### src/include/acq_irq_defs.vh
// Purpose: constants for the acquisition interrupt, limit, timer and DMA block
// Assumes: 10 MHz clock, register map reached through the parallel bus pins
// Notes: all offsets are word addresses on A4..A1
`ifndef ACQ_IRQ_DEFS_VH
`define ACQ_IRQ_DEFS_VH
// ==========================================================
// Register word addresses
`define ADDR_MASK 4'h9
`define ADDR_FLAGS 4'ha
`define ADDR_PRESET 4'hb
`define ADDR_LIMIT 4'hd
// ==========================================================
// Field positions
`define BIT_LIMIT 0
`define BIT_MATCH 1
`define BIT_FIFO 2
`define BIT_AZ 3
`define BIT_CAL 4
`define BIT_PAUSE 5
`define BIT_UNUSED 6
`define BIT_STBY 7
`define MATCH_LO 8
`define MATCH_HI 10
`define THR_LO 11
`define THR_HI 15
`define LIM2_BASE 8
// ==========================================================
// Reset values and timing
`define MASK_RST 16'h0000
`define PRESET_RST 16'h0000
`define PRESCALE_TOP 5'h1f
`define TIMER_EXTRA 2'h2
`define FIFO_EMPTY 5'h00
`endif

### src/rtl/acq_interrupt_timer_dma_req.v
// Purpose: interrupt flags, limit flags, delay timer and DMA request
// Assumes: sequencer, fifo and converter events arrive as same-clock pulses
// Notes: bus strobes, address and data come from pins and are
//        synchronised through two flops before any logic reads them
`timescale 1ns/1ps
`include "acq_irq_defs.vh"
module acq_interrupt_timer_dma_req (
   // Clock and reset
   input wire i_clock,
   input wire i_rst_n,
   // Parallel bus pins
   input wire i_rd_n,
   input wire i_wr_n,
   input wire i_cs_n,
   input wire i_bus_width_select,
   input wire [4:0] i_addr,
   input wire [15:0] i_wdata,
   output reg [15:0] o_rdata,
   // Device reset and sequencer state
   input wire i_dev_reset,
   input wire i_seq_start,
   input wire i_seq_running,
   input wire [2:0] i_seq_pointer,
   input wire i_fetch,
   input wire i_timer_start,
   output reg o_delay_wait_state,
   // Events from the converter and fifo
   input wire [4:0] i_fifo_count,
   input wire i_az_done,
   input wire i_cal_done,
   input wire i_pause_hit,
   input wire i_standby_done,
   input wire i_lim1_hit,
   input wire i_lim2_hit,
   input wire [2:0] i_lim_instr,
   // Host signals
   output reg o_int_n,
   output reg o_fifo_transfer_request
);

// ==========================================================
// Pin synchronisers
reg [1:0] rd_sync_r;
reg [1:0] wr_sync_r;
reg [1:0] cs_sync_r;
reg [1:0] bw_sync_r;
reg rd_q_r;
reg wr_q_r;
wire rd_act = ~rd_sync_r[1] & ~cs_sync_r[1];
wire wr_act = ~wr_sync_r[1] & ~cs_sync_r[1];
wire rd_fall = rd_act & ~rd_q_r;
wire wr_fall = wr_act & ~wr_q_r;
wire bw8 = bw_sync_r[1];

// Two flops per strobe; address and data are stable while strobes are low
// Strobe stages reset to the idle high level: a low reset value would
// look like a strobe fall at the first edge and fake a host access
always @(posedge i_clock or negedge i_rst_n) begin
   if (!i_rst_n) begin
      rd_sync_r <= 2'h3;
      wr_sync_r <= 2'h3;
      cs_sync_r <= 2'h3;
      bw_sync_r <= 2'h0;
      rd_q_r <= 1'b0;
      wr_q_r <= 1'b0;
   end else begin
      rd_sync_r <= {rd_sync_r[0], i_rd_n};
      wr_sync_r <= {wr_sync_r[0], i_wr_n};
      cs_sync_r <= {cs_sync_r[0], i_cs_n};
      bw_sync_r <= {bw_sync_r[0], i_bus_width_select};
      rd_q_r <= rd_act;
      wr_q_r <= wr_act;
   end
end

// ==========================================================
// Address and data synchronisers
// Two stages, the same depth as the strobes, so the decoded word lines
// up with the synchronised strobe edge. The host must hold address and
// data for the whole strobe; a shorter strobe may decode a stale word.
reg [4:0] addr_s1_r;
reg [4:0] addr_s2_r;
reg [15:0] wdata_s1_r;
reg [15:0] wdata_s2_r;

// Plain two-flop pipes; only the second stage feeds the decode
always @(posedge i_clock or negedge i_rst_n) begin
   if (!i_rst_n) begin
      addr_s1_r <= 5'h00;
      addr_s2_r <= 5'h00;
      wdata_s1_r <= 16'h0000;
      wdata_s2_r <= 16'h0000;
   end else begin
      addr_s1_r <= i_addr;
      addr_s2_r <= addr_s1_r;
      wdata_s1_r <= i_wdata;
      wdata_s2_r <= wdata_s1_r;
   end
end

// ==========================================================
// Address decode
reg [3:0] word_addr;
reg hi_byte;
// Word select from A4..A1 either way; A0 picks the byte on the 8-bit bus
always @* begin
   word_addr = addr_s2_r[4:1];
   hi_byte = bw8 & addr_s2_r[0];
end

wire sel_mask = (word_addr == `ADDR_MASK);
wire sel_flags = (word_addr == `ADDR_FLAGS);
wire sel_preset = (word_addr == `ADDR_PRESET);
wire sel_limit = (word_addr == `ADDR_LIMIT);
// Flags clear on the high byte read in 8-bit mode so both halves match
wire flags_rd = rd_fall & sel_flags & (~bw8 | hi_byte);
wire limit_rd = rd_fall & sel_limit & (~bw8 | hi_byte);

// ==========================================================
// Writable registers
reg [15:0] mask_r;
reg [15:0] preset_r;

// Byte lane writes on the 8-bit bus, whole word otherwise
// A write lands once per strobe, on the synchronised falling edge only,
// so a long strobe never repeats it
always @(posedge i_clock or negedge i_rst_n) begin
   if (!i_rst_n) begin
      mask_r <= `MASK_RST;
      preset_r <= `PRESET_RST;
   end else if (wr_fall) begin
      if (sel_mask) begin
         if (!bw8)
            mask_r <= wdata_s2_r;
         else if (hi_byte)
            mask_r[15:8] <= wdata_s2_r[7:0];
         else
            mask_r[7:0] <= wdata_s2_r[7:0];
      end else if (sel_preset) begin
         if (!bw8)
            preset_r <= wdata_s2_r;
         else if (hi_byte)
            preset_r[15:8] <= wdata_s2_r[7:0];
         else
            preset_r[7:0] <= wdata_s2_r[7:0];
      end
   end
end

wire [2:0] match_addr = mask_r[`MATCH_HI:`MATCH_LO];
wire [4:0] fifo_thr = mask_r[`THR_HI:`THR_LO];

// ==========================================================
// Event detection
reg seen_zero_r;
reg [4:0] count_q_r;
wire fifo_thr_hit = (i_fifo_count == fifo_thr) & (count_q_r != fifo_thr);
// Zero address waits for a second pass of instruction zero after start
wire match_hit = i_fetch & (i_seq_pointer == match_addr) &
   ((match_addr != 3'h0) | seen_zero_r);

// Remember the first fetch of instruction zero since start
always @(posedge i_clock or negedge i_rst_n) begin
   if (!i_rst_n) begin
      seen_zero_r <= 1'b0;
      count_q_r <= `FIFO_EMPTY;
   end else begin
      count_q_r <= i_fifo_count;
      if (i_dev_reset | ~i_seq_start)
         seen_zero_r <= 1'b0;
      else if (i_fetch & (i_seq_pointer == 3'h0))
         seen_zero_r <= 1'b1;
   end
end

wire [7:0] ev;
assign ev[`BIT_LIMIT] = i_lim1_hit | i_lim2_hit;
assign ev[`BIT_MATCH] = match_hit;
assign ev[`BIT_FIFO] = fifo_thr_hit;
assign ev[`BIT_AZ] = i_az_done;
assign ev[`BIT_CAL] = i_cal_done;
assign ev[`BIT_PAUSE] = i_pause_hit;
assign ev[`BIT_UNUSED] = 1'b0;
assign ev[`BIT_STBY] = i_standby_done;

// ==========================================================
// Sticky status and limit flags
reg [7:0] flags_r;
reg [15:0] limit_r;
wire [15:0] lim_ev;

// One set term per limit bit; set wins over a same-cycle read clear
genvar g;
generate
   for (g = 0; g < 8; g = g + 1) begin : g_lim
      assign lim_ev[g] = i_lim1_hit & (i_lim_instr == g);
      assign lim_ev[g + `LIM2_BASE] = i_lim2_hit & (i_lim_instr == g);
   end
endgenerate

// Flags set regardless of mask; read or device reset clears them
always @(posedge i_clock or negedge i_rst_n) begin
   if (!i_rst_n) begin
      flags_r <= 8'h00;
      limit_r <= 16'h0000;
   end else if (i_dev_reset) begin
      flags_r <= 8'h00;
      limit_r <= 16'h0000;
   end else begin
      flags_r <= (flags_r & {8{~flags_rd}}) | ev;
      limit_r <= (limit_r & {16{~limit_rd}}) | lim_ev;
   end
end

// ==========================================================
// Interrupt pin and DMA request
// Next flag value is used so the pin and request move in the event cycle
wire [7:0] flags_nxt = i_dev_reset ? 8'h00 :
   ((flags_r & {8{~flags_rd}}) | ev);
wire [7:0] live = flags_nxt & mask_r[7:0];
wire dma_en = mask_r[`BIT_FIFO];
reg dma_arm_r;

// Request rises at the threshold hit, falls when the fifo drains
always @(posedge i_clock or negedge i_rst_n) begin
   if (!i_rst_n) begin
      o_int_n <= 1'b1;
      o_fifo_transfer_request <= 1'b0;
      dma_arm_r <= 1'b1;
   end else begin
      o_int_n <= ~(|live);
      if (i_dev_reset | ~dma_en) begin
         o_fifo_transfer_request <= 1'b0;
         dma_arm_r <= 1'b1;
      end else if (fifo_thr_hit & dma_arm_r) begin
         o_fifo_transfer_request <= 1'b1;
         dma_arm_r <= 1'b0;
      end else begin
         if (i_fifo_count == `FIFO_EMPTY)
            o_fifo_transfer_request <= 1'b0;
         if (flags_rd)
            dma_arm_r <= 1'b1;
      end
   end
end

// ==========================================================
// Delay timer
reg [4:0] presc_r;
reg [15:0] tcount_r;
reg [1:0] tail_r;
localparam ST_IDLE = 3'b001;
localparam ST_COUNT = 3'b010;
localparam ST_TAIL = 3'b100;
reg [2:0] tstate_r;

// Runs 32 prescaled ticks per count, then two tail clocks; never
// touched by interrupt flags, so events cannot stall the sequence
// Only a device reset ends a delay early; flag reads and mask writes
// leave it running
always @(posedge i_clock or negedge i_rst_n) begin
   if (!i_rst_n) begin
      tstate_r <= ST_IDLE;
      presc_r <= 5'h00;
      tcount_r <= 16'h0000;
      tail_r <= 2'h0;
      o_delay_wait_state <= 1'b0;
   end else if (i_dev_reset) begin
      tstate_r <= ST_IDLE;
      o_delay_wait_state <= 1'b0;
   end else begin
      case (tstate_r)
         ST_IDLE: begin
            if (i_timer_start) begin
               tcount_r <= preset_r;
               presc_r <= 5'h00;
               tail_r <= 2'h0;
               o_delay_wait_state <= 1'b1;
               tstate_r <= (preset_r == 16'h0000) ? ST_TAIL : ST_COUNT;
            end
         end
         ST_COUNT: begin
            presc_r <= presc_r + 5'h01;
            if (presc_r == `PRESCALE_TOP) begin
               tcount_r <= tcount_r - 16'h0001;
               if (tcount_r == 16'h0001)
                  tstate_r <= ST_TAIL;
            end
         end
         ST_TAIL: begin
            tail_r <= tail_r + 2'h1;
            if (tail_r == `TIMER_EXTRA - 2'h1) begin
               o_delay_wait_state <= 1'b0;
               tstate_r <= ST_IDLE;
            end
         end
         default: tstate_r <= ST_IDLE;
      endcase
   end
end

// ==========================================================
// Read data
reg [15:0] word;
// Live pointer and count only while running; unmapped reads give zero
always @* begin
   word = 16'h0000;
   if (sel_mask)
      word = mask_r;
   else if (sel_flags) begin
      word[7:0] = flags_r;
      if (i_seq_running) begin
         word[`MATCH_HI:`MATCH_LO] = i_seq_pointer;
         word[`THR_HI:`THR_LO] = i_fifo_count;
      end
   end else if (sel_preset)
      word = preset_r;
   else if (sel_limit)
      word = limit_r;
end

// Read data register, byte steered to low lane on the 8-bit bus
// Captured at the read take, the same edge that clears the flags, so
// the host sees the flags as they stood before the clear
always @(posedge i_clock or negedge i_rst_n) begin
   if (!i_rst_n)
      o_rdata <= 16'h0000;
   else if (rd_act & ~rd_q_r)
      o_rdata <= hi_byte ? {8'h00, word[15:8]} : word;
end

endmodule // acq_interrupt_timer_dma_req

### config.mk
export PLATFORM = sky130hd
export DESIGN_NAME = acq_interrupt_timer_dma_req
export DESIGN_NICKNAME = d
export VERILOG_FILES = /design/src/rtl/acq_interrupt_timer_dma_req.v
export VERILOG_INCLUDE_DIRS = /design/src /design/src/include
export SDC_FILE = /design/constraint.sdc
export NUM_CORES = 1
export LEC_CHECK = 0
export BUFFER_PORTS_ARGS = -buffer_cell sky130_fd_sc_hd__buf_2
export CORE_MARGIN = 2
export CORE_UTILIZATION = 37
export DETAILED_ROUTE_END_ITERATION = 8
export GPL_TIMING_DRIVEN = 0
export PLACE_DENSITY = 0.56
export SLEW_MARGIN = 20
export SYNTH_ARGS = -nofsm -noshare
export SYNTH_HDL_FRONTEND = slang
export SYNTH_SLANG_ARGS = --single-unit
### constraint.sdc
create_clock -name i_clock -period 3.3 [get_ports i_clock]
set_input_delay 0.66 -clock i_clock [delete_from_list [all_inputs] [get_ports i_clock]]
set_output_delay 0.66 -clock i_clock [all_outputs]
set_load 0.01 [all_outputs]
# == Word-level counts from Yosys, hierarchy flattened ==
# Index checks and enable logic that the tools add are counted.
# word_totals
wordCells,169
reg_bits,160
input_bits,49
# classes
mux,37
n_eq_ne,28
addsub,3
bitwise_logic,53
n_reduce_logical,21
# ops
op,n
$mux W16,9
$mux W8,4
$pmux W16 S2,1
$and A1 B1 Y1,30
$mux W3,6
$and A16 B16 Y16,1
$and A8 B8 Y8,2
$eq A16 B1 Y1 const B,1
$eq A4 B4 Y1 const B,4
$logic_not A16 Y1,1
$or A16 B16 Y16,1
$reduce_and A4 Y1,4
$sub A16 B1 Y16 const B,1
$eq A3 B3 Y1 const B,5
$reduce_and A3 Y1,5
$not A1 Y1,13
$ne A3 B3 Y1 const B,4
$reduce_bool A3 Y1,4
$mux W1,11
$pmux W5 S2,1
$eq A3 B2 Y1 const B,3
$pmux W3 S3,1
$or A8 B8 Y8,1
$reduce_or A8 Y1,1
other kinds (18),28

# == Depth between registers and ports, before layout ==
# Gate-level depths: netlist of the first run.
# depth
ltp_word,12
depth_mapped,9
mapped_depth_nobuf,7

# == Worst setup path before layout of the first run ==
# Ideal clock, no wire load.
# synth_path
kind,register to register
startpoint,register rd_sync_r[1]
endpoint,register o_int_n
setup_slack_ps,1194
path_stages_with_launch,7
arrival_ps,2001
period_less_slack_ps,2106
required_ps,3195
path_buffers,2
cell_sequence,dfstp_2 > or3_1 > buf_6 > or4_4 > buf_6 > a221o_1 > a222oi_1
# synth_via
elab_chain_cells,12
# synth_lines
element,line_no,text
start: declaration,acq_interrupt_timer_dma_req.v:43,reg [1:0] rd_sync_r;
start signal: assignment,acq_interrupt_timer_dma_req.v:67,"rd_sync_r <= {rd_sync_r[0], i_rd_n};"
$not A1 Y1,acq_interrupt_timer_dma_req.v:49,wire rd_act = ~rd_sync_r[1] & ~cs_sync_r[1];
$and A1 B1 Y1,acq_interrupt_timer_dma_req.v:49,
$and A1 B1 Y1,acq_interrupt_timer_dma_req.v:51,wire rd_fall = rd_act & ~rd_q_r;
$and A1 B1 Y1 (2 in series),acq_interrupt_timer_dma_req.v:116,wire flags_rd = rd_fall & sel_flags & (~bw8 | hi_byte);
$not A1 Y1,acq_interrupt_timer_dma_req.v:219,((flags_r & {8{~flags_rd}}) | ev);
$and A8 B8 Y8,acq_interrupt_timer_dma_req.v:219,
$or A8 B8 Y8,acq_interrupt_timer_dma_req.v:219,
$mux W8,acq_interrupt_timer_dma_req.v:218,wire [7:0] flags_nxt = i_dev_reset ? 8'h00 :
$and A8 B8 Y8,acq_interrupt_timer_dma_req.v:220,wire [7:0] live = flags_nxt & mask_r[7:0];
$reduce_or A8 Y1,acq_interrupt_timer_dma_req.v:231,o_int_n <= ~(|live);
$not A1 Y1,acq_interrupt_timer_dma_req.v:231,
end signal: assignment,acq_interrupt_timer_dma_req.v:231,
end: declaration,acq_interrupt_timer_dma_req.v:37,"output reg o_int_n,"
# No other way between the ends.
# A chain may end at the register's enable or synchronous reset.

# == Final worst setup path of the first run ==
# layout_path
startpoint,register addr_s2_r[1]
endpoint,register limit_r[11]
# layout_via
elab_chain_cells,7
# layout_lines
element,line_no,text
start: declaration,acq_interrupt_timer_dma_req.v:82,reg [4:0] addr_s2_r;
start signal: assignment,acq_interrupt_timer_dma_req.v:95,addr_s2_r <= addr_s1_r;
$eq A4 B4 Y1 (no source line),-,
$and A1 B1 Y1 (2 in series),acq_interrupt_timer_dma_req.v:117,wire limit_rd = rd_fall & sel_limit & (~bw8 | hi_byte);
$not A1 Y1,acq_interrupt_timer_dma_req.v:211,limit_r <= (limit_r & {16{~limit_rd}}) | lim_ev;
$and A16 B16 Y16,acq_interrupt_timer_dma_req.v:211,
$or A16 B16 Y16,acq_interrupt_timer_dma_req.v:211,
$mux W16,acq_interrupt_timer_dma_req.v:206,end else if (i_dev_reset) begin
end signal: assignment,acq_interrupt_timer_dma_req.v:211,
end: declaration,acq_interrupt_timer_dma_req.v:189,reg [15:0] limit_r;
# No other way between the ends.

==> impl_metrics.json, run 1 <==
{
  "setup_viol": 0,
  "worstPathMaxFanout": 10,
  "h-tree-depth": 4,
  "diodes": 0,
  "coreArea_um2": 18090,
  "cp_data_arrival_time_ns": 2.75,
  "dr.pass1.iters": 7,
  "worst_slew_pin_slew_ns": 0.9671,
  "gp_congestion": 0.9171,
  "cp_cell_sequence": "and2_1, clkbuf_1, and3b_1, clkbuf_1, nand2_1, clkbuf_1, a32oi_1, nor2_1",
  "hold_class": "in -> async",
  "fmax_mhz": 407.1,
  "grt_max_degree": 98,
  "ff2ff_path_depth": 8,
  "crit_required_ns": 3.59,
  "ctsResizeCount": 0,
  "drtAntennaViolNets": 0,
  "worstSetupStartpointType": "flip-flop",
  "r2r_slack_ns": 0.84,
  "hold_viol": 0,
  "critical_path.startpoint": "addr_s2_r[1]",
  "clock-sinks": 160,
  "ios": 68,
  "total_power_mw": 5.499,
  "rows": 49,
  "drive_gt1_frac": 0.1937,
  "finish.utilization": 0.4496,
  "endpoint": "limit_r[11]",
  "synth_top_cell_by_area": "dfrtp_1",
  "cap_violations": 0,
  "critPathMostFrequentCell": "clkbuf_1",
  "rr_endpoint": "limit_r[11]",
  "violations": "DRC",
  "area_growth_pct": 18.53,
  "relSlewSlack": 0.3386,
  "antenna_found_initial": 0,
  "synthCells": 629,
  "cts_hold_repair.buffers": 0,
  "synth_ff_type": "dfrtp_1",
  "power.density_nw_per_um2": 676.2,
  "fin_crit_sh": 0.7444,
  "end_kind": "flip-flop",
  "worst_path_max_delay_cell": "dfrtp_1",
  "yosys_warnings": 0,
  "final.fill_count": 1706,
  "portBuffers": 66,
  "synthSimpleGateAreaFrac": 0.1328,
  "multi_input_area_um2": 2656,
  "dpl_cell_area_um2": 7515,
  "dp.cells": 925,
  "wl_per_cell_um": 19.37,
  "synth_top_cell_area_share": 0.5508,
  "cts_made_buffers": 17,
  "preCtsSetupSlack_ns": 0.8406,
  "async_reset_ff_frac": 1.000,
  "layout.cells.non_filler": 957,
  "detail_route.vias_per_cell": 5.517,
  "ys_seq_area_frac": 0.5853,
  "peakVddDrop_mv": 0.3967,
  "clk_latency_ns": 0.43,
  "synth_nets": 683,
  "track_usage": 0.1969,
  "die_area_um2": 19650,
  "synth-xor-area-share": 0.01660,
  "grt.overflow.total": 0,
  "timing.hold.ws_ns": 0.1612,
  "synth_compound_area_frac": 0.1776,
  "drv_slew": 0,
  "status": "complete, but fails checks",
  "grt_pass1_wl_um": 29660,
  "dieHeight_um": 140.2,
  "synth_adder_area_share": 0.009119,
  "skew_ns": 0.01015,
  "routed-via-count": 5280,
  "fin_ws_ns": 0.8436,
  "clockBufferDepth": 2,
  "wirelength_um": 18540,
  "avgSynthCellArea_um2": 10.91,
  "synth_edf_count": 0,
  "fin_setup_tns_ns": 0,
  "clk_pin_slew_ns": 0.07,
  "reg2reg_from": "addr_s2_r[1]",
  "crit_type": "reg -> reg",
  "cts_setup_buffers": 0,
  "stdcell_area_um2": 8132,
  "synth.area.mux_share": 0.05107,
  "start_util": 0.3793,
  "hpwl_um": 13760,
  "ys_types": 59,
  "cts_root_buf": "clkbuf_16",
  "power_leakage_nw": 3.610,
  "syn_area_um2": 6860,
  "fin_crit_ns": 2.456,
  "cpPeakStageDelay_ns": 0.42,
  "remaining_drc_errors": 7,
  "grt_pass1_vias": 5284,
  "drtIter0Drc": 371,
  "tritoncts": "built",
  "final_nets": 769,
  "ys_seq_elements": 160,
  "dieWidth_um": 140.2,
  "synth_top_family_by_area": "compound AO/OA/AOI/OAI gates",
  "rsz0062_at_grt": "false",
  "ff_latch_area_um2": 4015,
  "synth.area.top_cells": "dfrtp_1 (55%), mux2_2 (3.9%), o21ai_0 (3.7%)"
}
-- worst max-delay path, delay by kind of cell, from the launching register on --
| family | cells | cell delay (ns) |
|---|---|---|
| and+or+nand+nor | 4 | 0.69 |
| AOI/OAI and AO/OA | 1 | 0.22 |
| DFF | 1 | 0.42 |
| buffers and inverters | 3 | 0.99 |
-- synth_stat cells, types with 9 or more instances --
cell type / n
dfrtp_1: 151
inv_1: 13
nor3_1: 11
dfstp_2: 9
clkbuf_1: 29
nor2b_1: 17
o22ai_1: 12
a22o_1: 9
nor2_1: 68
o21ai_0: 51
mux2_2: 24
nand2_1: 45
a21oi_1: 40
a22oi_1: 18
-- power breakdown --
part | switching, mW | internal (mW) | leakage (nW)
sequential | 0.266 | 2.21 | 2.02
clock | 0.941 | 1.10 | 0.299
combinational | 0.587 | 0.395 | 1.29
-- layout make-up --
class,instances,area share
sequential,160,0.4938
tap,229,0.03524
clock inverter,15,0.02354
buffer,33,0.01723
inverter,13,0.006001
multi-input combinational,423,0.3267
clock buffer,17,0.05232
timing repair buffer,67,0.04524
-- kinds of logic (layout without fill, tap and decap cells) --
| family | after synthesis | after routing |
|---|---|---|
| buffers and inverters | 46 | 145 |
| adder cells (fa/ha/maj) | 5 | 5 |
| AND/OR/NAND/NOR | 187 | 187 |
| XOR/XNOR | 13 | 13 |
| multiplexers | 32 | 32 |
| flip-flops | 160 | 160 |
| AO/OA/AOI/OAI | 186 | 186 |
-- cell usage in the layout, fill, tap and decap left out, types with 6 or more instances in the layout --
master	instances
a21oi_1	40
a221oi_1	8
a22o_1	9
a22oi_1	18
a32oi_1	8
buf_2	66
clkbuf_1	29
clkbuf_16	17
dfrtp_1	151
dfstp_2	9
inv_1	13
inv_8	7
mux2_2	24
mux2i_1	8
nand2_1	45
nand3_1	8
nand4_1	7
nor2_1	68
nor2b_1	17
nor3_1	11
o21ai_0	51
o22ai_1	12
o32a_1	8
xnor2_1	6
xor2_1	7
-- routing by layer --
metal | GRT usage | routed length [um]
met1 | 0.2844 | 8782
met2 | 0.2954 | 8293
met3 | 0.04923 | 1084
met4 | 0.05688 | 378
met5 | 0 | 0
-- state kept, by name, summed over array words and instances (netlist names), 2 cells and up --
| name | flops |
|---|---|
| tcount_r | 16 |
| mask_r | 16 |
| tstate_r | 3 |
| presc_r | 5 |
| bw_sync_r | 2 |
| limit_r | 16 |
| wdata_s2_r | 16 |
| wr_sync_r | 2 |
| addr_s2_r | 5 |
| tail_r | 2 |
| rd_sync_r | 2 |
| cs_sync_r | 2 |
| addr_s1_r | 5 |
| o_rdata | 16 |
| count_q_r | 5 |
| flags_r | 8 |
| preset_r | 16 |
| wdata_s1_r | 16 |
-- worst min path at each step --
stage / startpoint / end / cells past startpoint
3_3_place_gp: wdata_s1_r[15] / wdata_s2_r[15] / 0
2_1_floorplan: addr_s1_r[0] / addr_s2_r[0] / 0
5_1_grt: i_rst_n / wdata_s1_r[14] / 1
3_5_place_dp: wdata_s1_r[13] / wdata_s2_r[13] / 0
4_1_cts: i_rst_n / wdata_s2_r[9] / 1
6_report: i_rst_n / wdata_s2_r[9] / 1
No activity file was read; power rests on OpenSTA's default activity.
==> run 2: changes to the inputs <==
Settings changed: PLACE_DENSITY 0.56 to 0.58.
Clock period 3.3 ns to 2.2 ns, I/O delays scaled along.
==> run 2 against run 1 <==
  * The run ends with DRC, setup timing left
  * Die area unchanged
  * Non-clock buffer count down 2
  * Clock power up 60%
==> impl_metrics.json, run 2 (same netlist as run 1, synthesis figures left out) <==
{
  "peakVddDrop_mv": 0.5765,
  "relSlewSlack": 0.4701,
  "worst_slew_pin_slew_ns": 0.7748,
  "cap_violations": 0,
  "dr.pass1.iters": 9,
  "crit_buf_inv": 1,
  "seqPwrFrac": 0.438,
  "clock_power_share": 0.383,
  "reg2reg_from": "addr_s2_r[3]",
  "fin_setup_tns_ns": -0.06476,
  "r2r_slack_ns": -0.06,
  "worstPathMaxFanout": 10,
  "final_nets": 767,
  "critPathTopFamily": "simple AND/OR/NAND/NOR gates",
  "drv_slew": 0,
  "rows": 49,
  "violations": "DRC, setup timing",
  "skew_ns": 0.01626,
  "hp-start": "i_rd_n",
  "track_usage": 0.1997,
  "p_int_mw": 5.900,
  "fin_ws_ns": -0.06476,
  "remaining_drc_errors": 4,
  "fin_crit_ns": 2.265,
  "sw_frac_of_total": 0.3077,
  "cp_cell_sequence": "buf_8, nand3b_1, or4_4, a21oi_2, nor2_2, a222oi_1",
  "cpPeakStageDelay_ns": 0.61,
  "h-tree-depth": 4,
  "hold_end": "rd_sync_r[0]",
  "grt_pass1_vias": 5428,
  "combPwrFrac": 0.179,
  "drtAntennaViolNets": 0,
  "portBuffers": 66,
  "diodes": 0,
  "rsz0062_at_grt": "true",
  "total_power_mw": 8.522,
  "holdPathStages": 1,
  "wl_per_cell_um": 19.68,
  "setup_viol": 1,
  "detail_route.vias_per_cell": 5.630,
  "drtIter0Drc": 482,
  "rr_endpoint": "o_int_n",
  "ios": 68,
  "mostFrequentLayoutCells": "dfrtp_1 (151), nor2_1 (67), buf_2 (67)",
  "hpwl_um": 13860,
  "netSwitchingPower_mw": 2.623,
  "crit_type": "reg -> reg",
  "cts_made_buffers": 17,
  "fin_crit_sh": 1.029,
  "end_kind": "flip-flop",
  "dieWidth_um": 140.2,
  "power.density_nw_per_um2": 1035,
  "wirelength_um": 18800,
  "final_common_cell": "dfrtp_1",
  "drive_gt1_frac": 0.2163,
  "die_area_um2": 19650,
  "grt_pass1_wl_um": 29920,
  "cts_root_buf": "clkbuf_16",
  "power_leakage_nw": 3.673,
  "hold_viol": 0,
  "antenna_found_initial": 0,
  "clockBufferDepth": 2,
  "fmax_mhz": 441.5,
  "area_growth_pct": 20.03,
  "worstSetupStartpointType": "flip-flop",
  "crit_required_ns": 2.48,
  "dieHeight_um": 140.2,
  "grt.overflow.total": 0,
  "worst_path_max_delay_cell": "or4_4",
  "clock-sinks": 160,
  "ff2ff_path_depth": 6,
  "gp_congestion": 0.9319,
  "hold_class": "in -> reg",
  "coreArea_um2": 18090,
  "clk_latency_ns": 0.44,
  "clk_pin_slew_ns": 0.07,
  "cp_data_arrival_time_ns": 2.55,
  "dpl_cell_area_um2": 7515,
  "routed-via-count": 5377,
  "stdcell_area_um2": 8234,
  "tritoncts": "built",
  "start_util": 0.3793,
  "status": "complete, but fails checks",
  "timing.hold.ws_ns": 0.09706,
  "grt_max_degree": 101
}
[run 2: cell types whose count changed in the layout (fill, tap and decap cells not counted), sizes merged]
cell         change
dlygate4sd3      +1
clkbuf           -4
bufinv           +3
buf              +2
clkinv           -4
[run 2: through the flow]
stage | std cells | util | setup slack, ns
final | 955 | 0.4553 | -0.06476
after global routing | 955 | 0.4553 | -0.1596
after CTS | 958 | 0.4535 | -0.09670
after detailed placement | 925 | 0.4155 | -0.2644
after global placement | 924 | 0.4134 | -1.593
after floorplan | 629 | - | 0.09403
[run 2: layout make-up]
| type | count | area, um^2 |
|---|---|---|
| fillers | 1688 | 9852 |
| flip-flops and latches | 160 | 4015 |
| multi-input cells | 423 | 2706 |
| clock buffers | 18 | 429.2 |
| repair buffers | 70 | 392.9 |
| well taps | 229 | 286.5 |
| clock inverters | 14 | 221.5 |
| plain buffers | 28 | 133.9 |
| inverters | 13 | 48.80 |
[run 2: routing by layer]
metal / vias to the layer above / part of all wire / GRT usage / wire length [um]
met5: - / 0 / 0 / 0
met4: 0 / 0.024 / 0.07974 / 444
met3: 33 / 0.061 / 0.04684 / 1138
met2: 194 / 0.46 / 0.3029 / 8640
met1: 2685 / 0.46 / 0.2783 / 8577
li1: 2465 / - / - / -
[run 2: worst max-delay path by stage]
stage / from / to / cells after the start
floorplan: rd_sync_r[1] / o_int_n / 6
CTS: cs_sync_r[1] / o_int_n / 5
global placement: i_rst_n / o_rdata[3] / 1
global route: addr_s2_r[3] / o_int_n / 6
detailed placement: rd_sync_r[1] / o_int_n / 6
finish: addr_s2_r[3] / o_int_n / 6
[run 2: what timing repair did]
item | 4_1_cts | 5_1_grt
pin swaps | 4 | 1
resized for setup | 9 | 16
endpoints found under the setup margin | 36 | 39
hold endpoints to repair | 57 | 0
buffers inserted | 2 | 0
hold buffers | 1 | 0
[run 2: power by group through the flow]
stage | registers (mW) | logic [mW] | clock network (mW)
floorplan | 3.63 | 1.00 | 0
global placement | 3.75 | 1.43 | 0
detailed placement | 3.76 | 1.47 | 0
CTS | 3.71 | 1.49 | 3.34
global route | 3.79 | 1.71 | 3.45
finish | 3.73 | 1.52 | 3.27
[run 2: worst reg2reg max path, delay by kind of cell, from the launching register on]
family | cells | cell delay (ns)
DFF | 1 | 0.41
AOI/OAI and AO/OA | 2 | 0.68
and+or+nand+nor | 3 | 0.88
buffers and inverters | 1 | 0.15
==> run 3: changes to the inputs <==
Settings changed: BUFFER_PORTS_ARGS -buffer_cell sky130_fd_sc_hd__buf_2 to default, CELL_PAD_IN_SITES_DETAIL_PLACEMENT from default to 0, CELL_PAD_IN_SITES_GLOBAL_PLACEMENT from default to 1, DONT_BUFFER_PORTS from default to 1, PLACE_DENSITY 0.58 to 0.65.
==> run 3 against run 2 <==
  * The run ends with DRC, hold timing, setup timing left
  * Register-to-register slack barely moved
  * Global-route usage fell by 0.56 points
  * Critical path depth is 1 lower
  * Sequential share of layout area is 2.2 points higher
  * Clock skew fell by 0.0046 ns
  * Sequential power is essentially flat
  * Design area is 4.3% lower
  * Setup slack improved by 0.012 ns
  * Worst hold slack got worse by 0.39 ns
  * Non-clock buffer count decreased by 63
  * Routed wire length decreased by 1.8%
  * Fmax rose by 0.52%
  * Critical path type unchanged
  * Critical endpoint unchanged
  * Highest routed layer unchanged
==> impl_metrics.json, run 3 (same netlist as run 1, synthesis figures left out) <==
{
  "cp_data_arrival_time_ns": 2.54,
  "wl_met3_um": 1248,
  "area_growth_pct": 14.86,
  "rows": 49,
  "status": "complete, but fails checks",
  "final_common_cell": "dfrtp_1",
  "fin_setup_tns_ns": -0.05309,
  "endpoint": "o_int_n",
  "peakVddDrop_mv": 0.7959,
  "tritoncts": "built",
  "final_nets": 704,
  "worstSetupStartpointType": "flip-flop",
  "finish.utilization": 0.4357,
  "total_power_mw": 8.303,
  "hold_viol": 160,
  "wirelength_um": 18470,
  "r2r_slack_ns": -0.05,
  "power_leakage_nw": 3.393,
  "ios": 68,
  "grt.overflow.total": 0,
  "fin_ws_ns": -0.05309,
  "hold_class": "in -> async",
  "setup_viol": 1,
  "diodes": 0,
  "antenna_found_initial": 0,
  "worstPathMaxFanout": 7,
  "drtIter0Drc": 414,
  "remaining_drc_errors": 3,
  "mostFrequentLayoutCells": "dfrtp_1 (151), nor2_1 (68), o21ai_0 (51)",
  "clk_latency_ns": 0.43,
  "crit_required_ns": 2.48,
  "drv_slew": 0,
  "clk_pin_slew_ns": 0.07,
  "met2_length_um": 8071,
  "hpwl_um": 13440,
  "final.fill_count": 1709,
  "ff2ff_path_depth": 5,
  "dp.cells": 858,
  "fin_crit_ns": 2.253,
  "h-tree-depth": 4,
  "crit_type": "reg -> reg",
  "clockBufferDepth": 2,
  "timing.hold.ws_ns": -0.2895,
  "routed-via-count": 5105,
  "dieHeight_um": 140.2,
  "coreArea_um2": 18090,
  "cap_violations": 0,
  "die_area_um2": 19650,
  "rsz0062_at_grt": "true",
  "violations": "DRC, hold timing, setup timing",
  "track_usage": 0.1941,
  "layout.cells.non_filler": 892,
  "grt_pass1_vias": 5001,
  "wl_per_cell_um": 20.70,
  "dr.max_layer_used": "met4",
  "dr.pass1.iters": 9,
  "grt_pass1_wl_um": 28800,
  "fin_crit_sh": 1.024,
  "worst_slew_pin_slew_ns": 0.9082,
  "gp_congestion": 0.9106,
  "portBuffers": 0,
  "critical_path.startpoint": "addr_s2_r[3]",
  "cts_root_buf": "clkbuf_16",
  "drive_gt1_frac": 0.1433,
  "clock-sinks": 160,
  "grt_max_degree": 161,
  "drtAntennaViolNets": 0,
  "end_kind": "flip-flop",
  "reg2reg_from": "addr_s2_r[3]",
  "rr_endpoint": "o_int_n",
  "detail_route.vias_per_cell": 5.723,
  "skew_ns": 0.01163,
  "cts_hold_repair.buffers": 3,
  "power.density_nw_per_um2": 1054,
  "drt-met1-wl_um": 8829,
  "dieWidth_um": 140.2,
  "fmax_mhz": 443.8,
  "cts_made_buffers": 17,
  "relSlewSlack": 0.3789,
  "start_util": 0.3793
}
## run 3: worst max-delay path, cell delays in order, from the launching register on
cell      delay [ns]
dfrtp_1         0.40
buf_6           0.12
nand3b_1        0.22
or4_4           0.62
a221o_1         0.33
a222oi_1        0.41
## run 3: area by class of cell
| type | instances | area, um^2 | area share |
|---|---|---|---|
| clock inverter | 14 | 192.7 | 0.02445 |
| multi-input combinational | 423 | 2705 | 0.3433 |
| timing repair buffer | 7 | 60.06 | 0.007621 |
| tap | 229 | 286.5 | 0.03636 |
| clock buffer | 18 | 439.2 | 0.05573 |
| inverter | 13 | 48.80 | 0.006192 |
| buffer | 28 | 132.6 | 0.01683 |
| sequential | 160 | 4015 | 0.5095 |
## run 3: how the worst min path moves through the flow
stage             from       endpoint  slack (ns)  cells after the start
3_5_place_dp   i_rst_n  wdata_s1_r[3]        0.15                      0
6_report       i_rst_n    tcount_r[4]       -0.29                      0
3_3_place_gp   i_rst_n  wdata_s1_r[3]        0.15                      0
5_1_grt        i_rst_n    tcount_r[1]       -0.32                      0
4_1_cts        i_rst_n    tcount_r[1]       -0.31                      0
2_1_floorplan  i_rst_n   addr_s1_r[0]        0.14                      0
## run 3: report_power, final
part | switching, mW | leakage (nW) | total, mW | internal, mW
Clock | 1.31 | 0.313 | 3.18 | 1.86
Combinational | 0.790 | 1.06 | 1.37 | 0.581
Sequential | 0.436 | 2.02 | 3.76 | 3.32
Total | 2.54 | 3.39 | 8.30 | 5.76
## run 3: stage by stage
stage               area, um^2  setup WS, ns
floorplan                 6860       0.09403
global placement          7147       -0.2590
detailed placement        7147       -0.2746
CTS                       7833       -0.1119
global route              7880       -0.1745
finish                    7880      -0.05309
## run 3: routing by layer
layer | vias up | GRT usage
met5 | - | 0
met4 | 0 | 0.06911
met3 | 24 | 0.04103
met2 | 185 | 0.2807
met1 | 2554 | 0.2887
li1 | 2342 | -
## run 3: timing repair
action | 4_1_cts | 5_1_grt
pin swaps | 3 | 1
resized for setup | 9 | 20
setup buffers | 2 | 2
endpoints found under the hold margin | 163 | 160
setup endpoints to repair | 42 | 49
gates cloned | 0 | 0
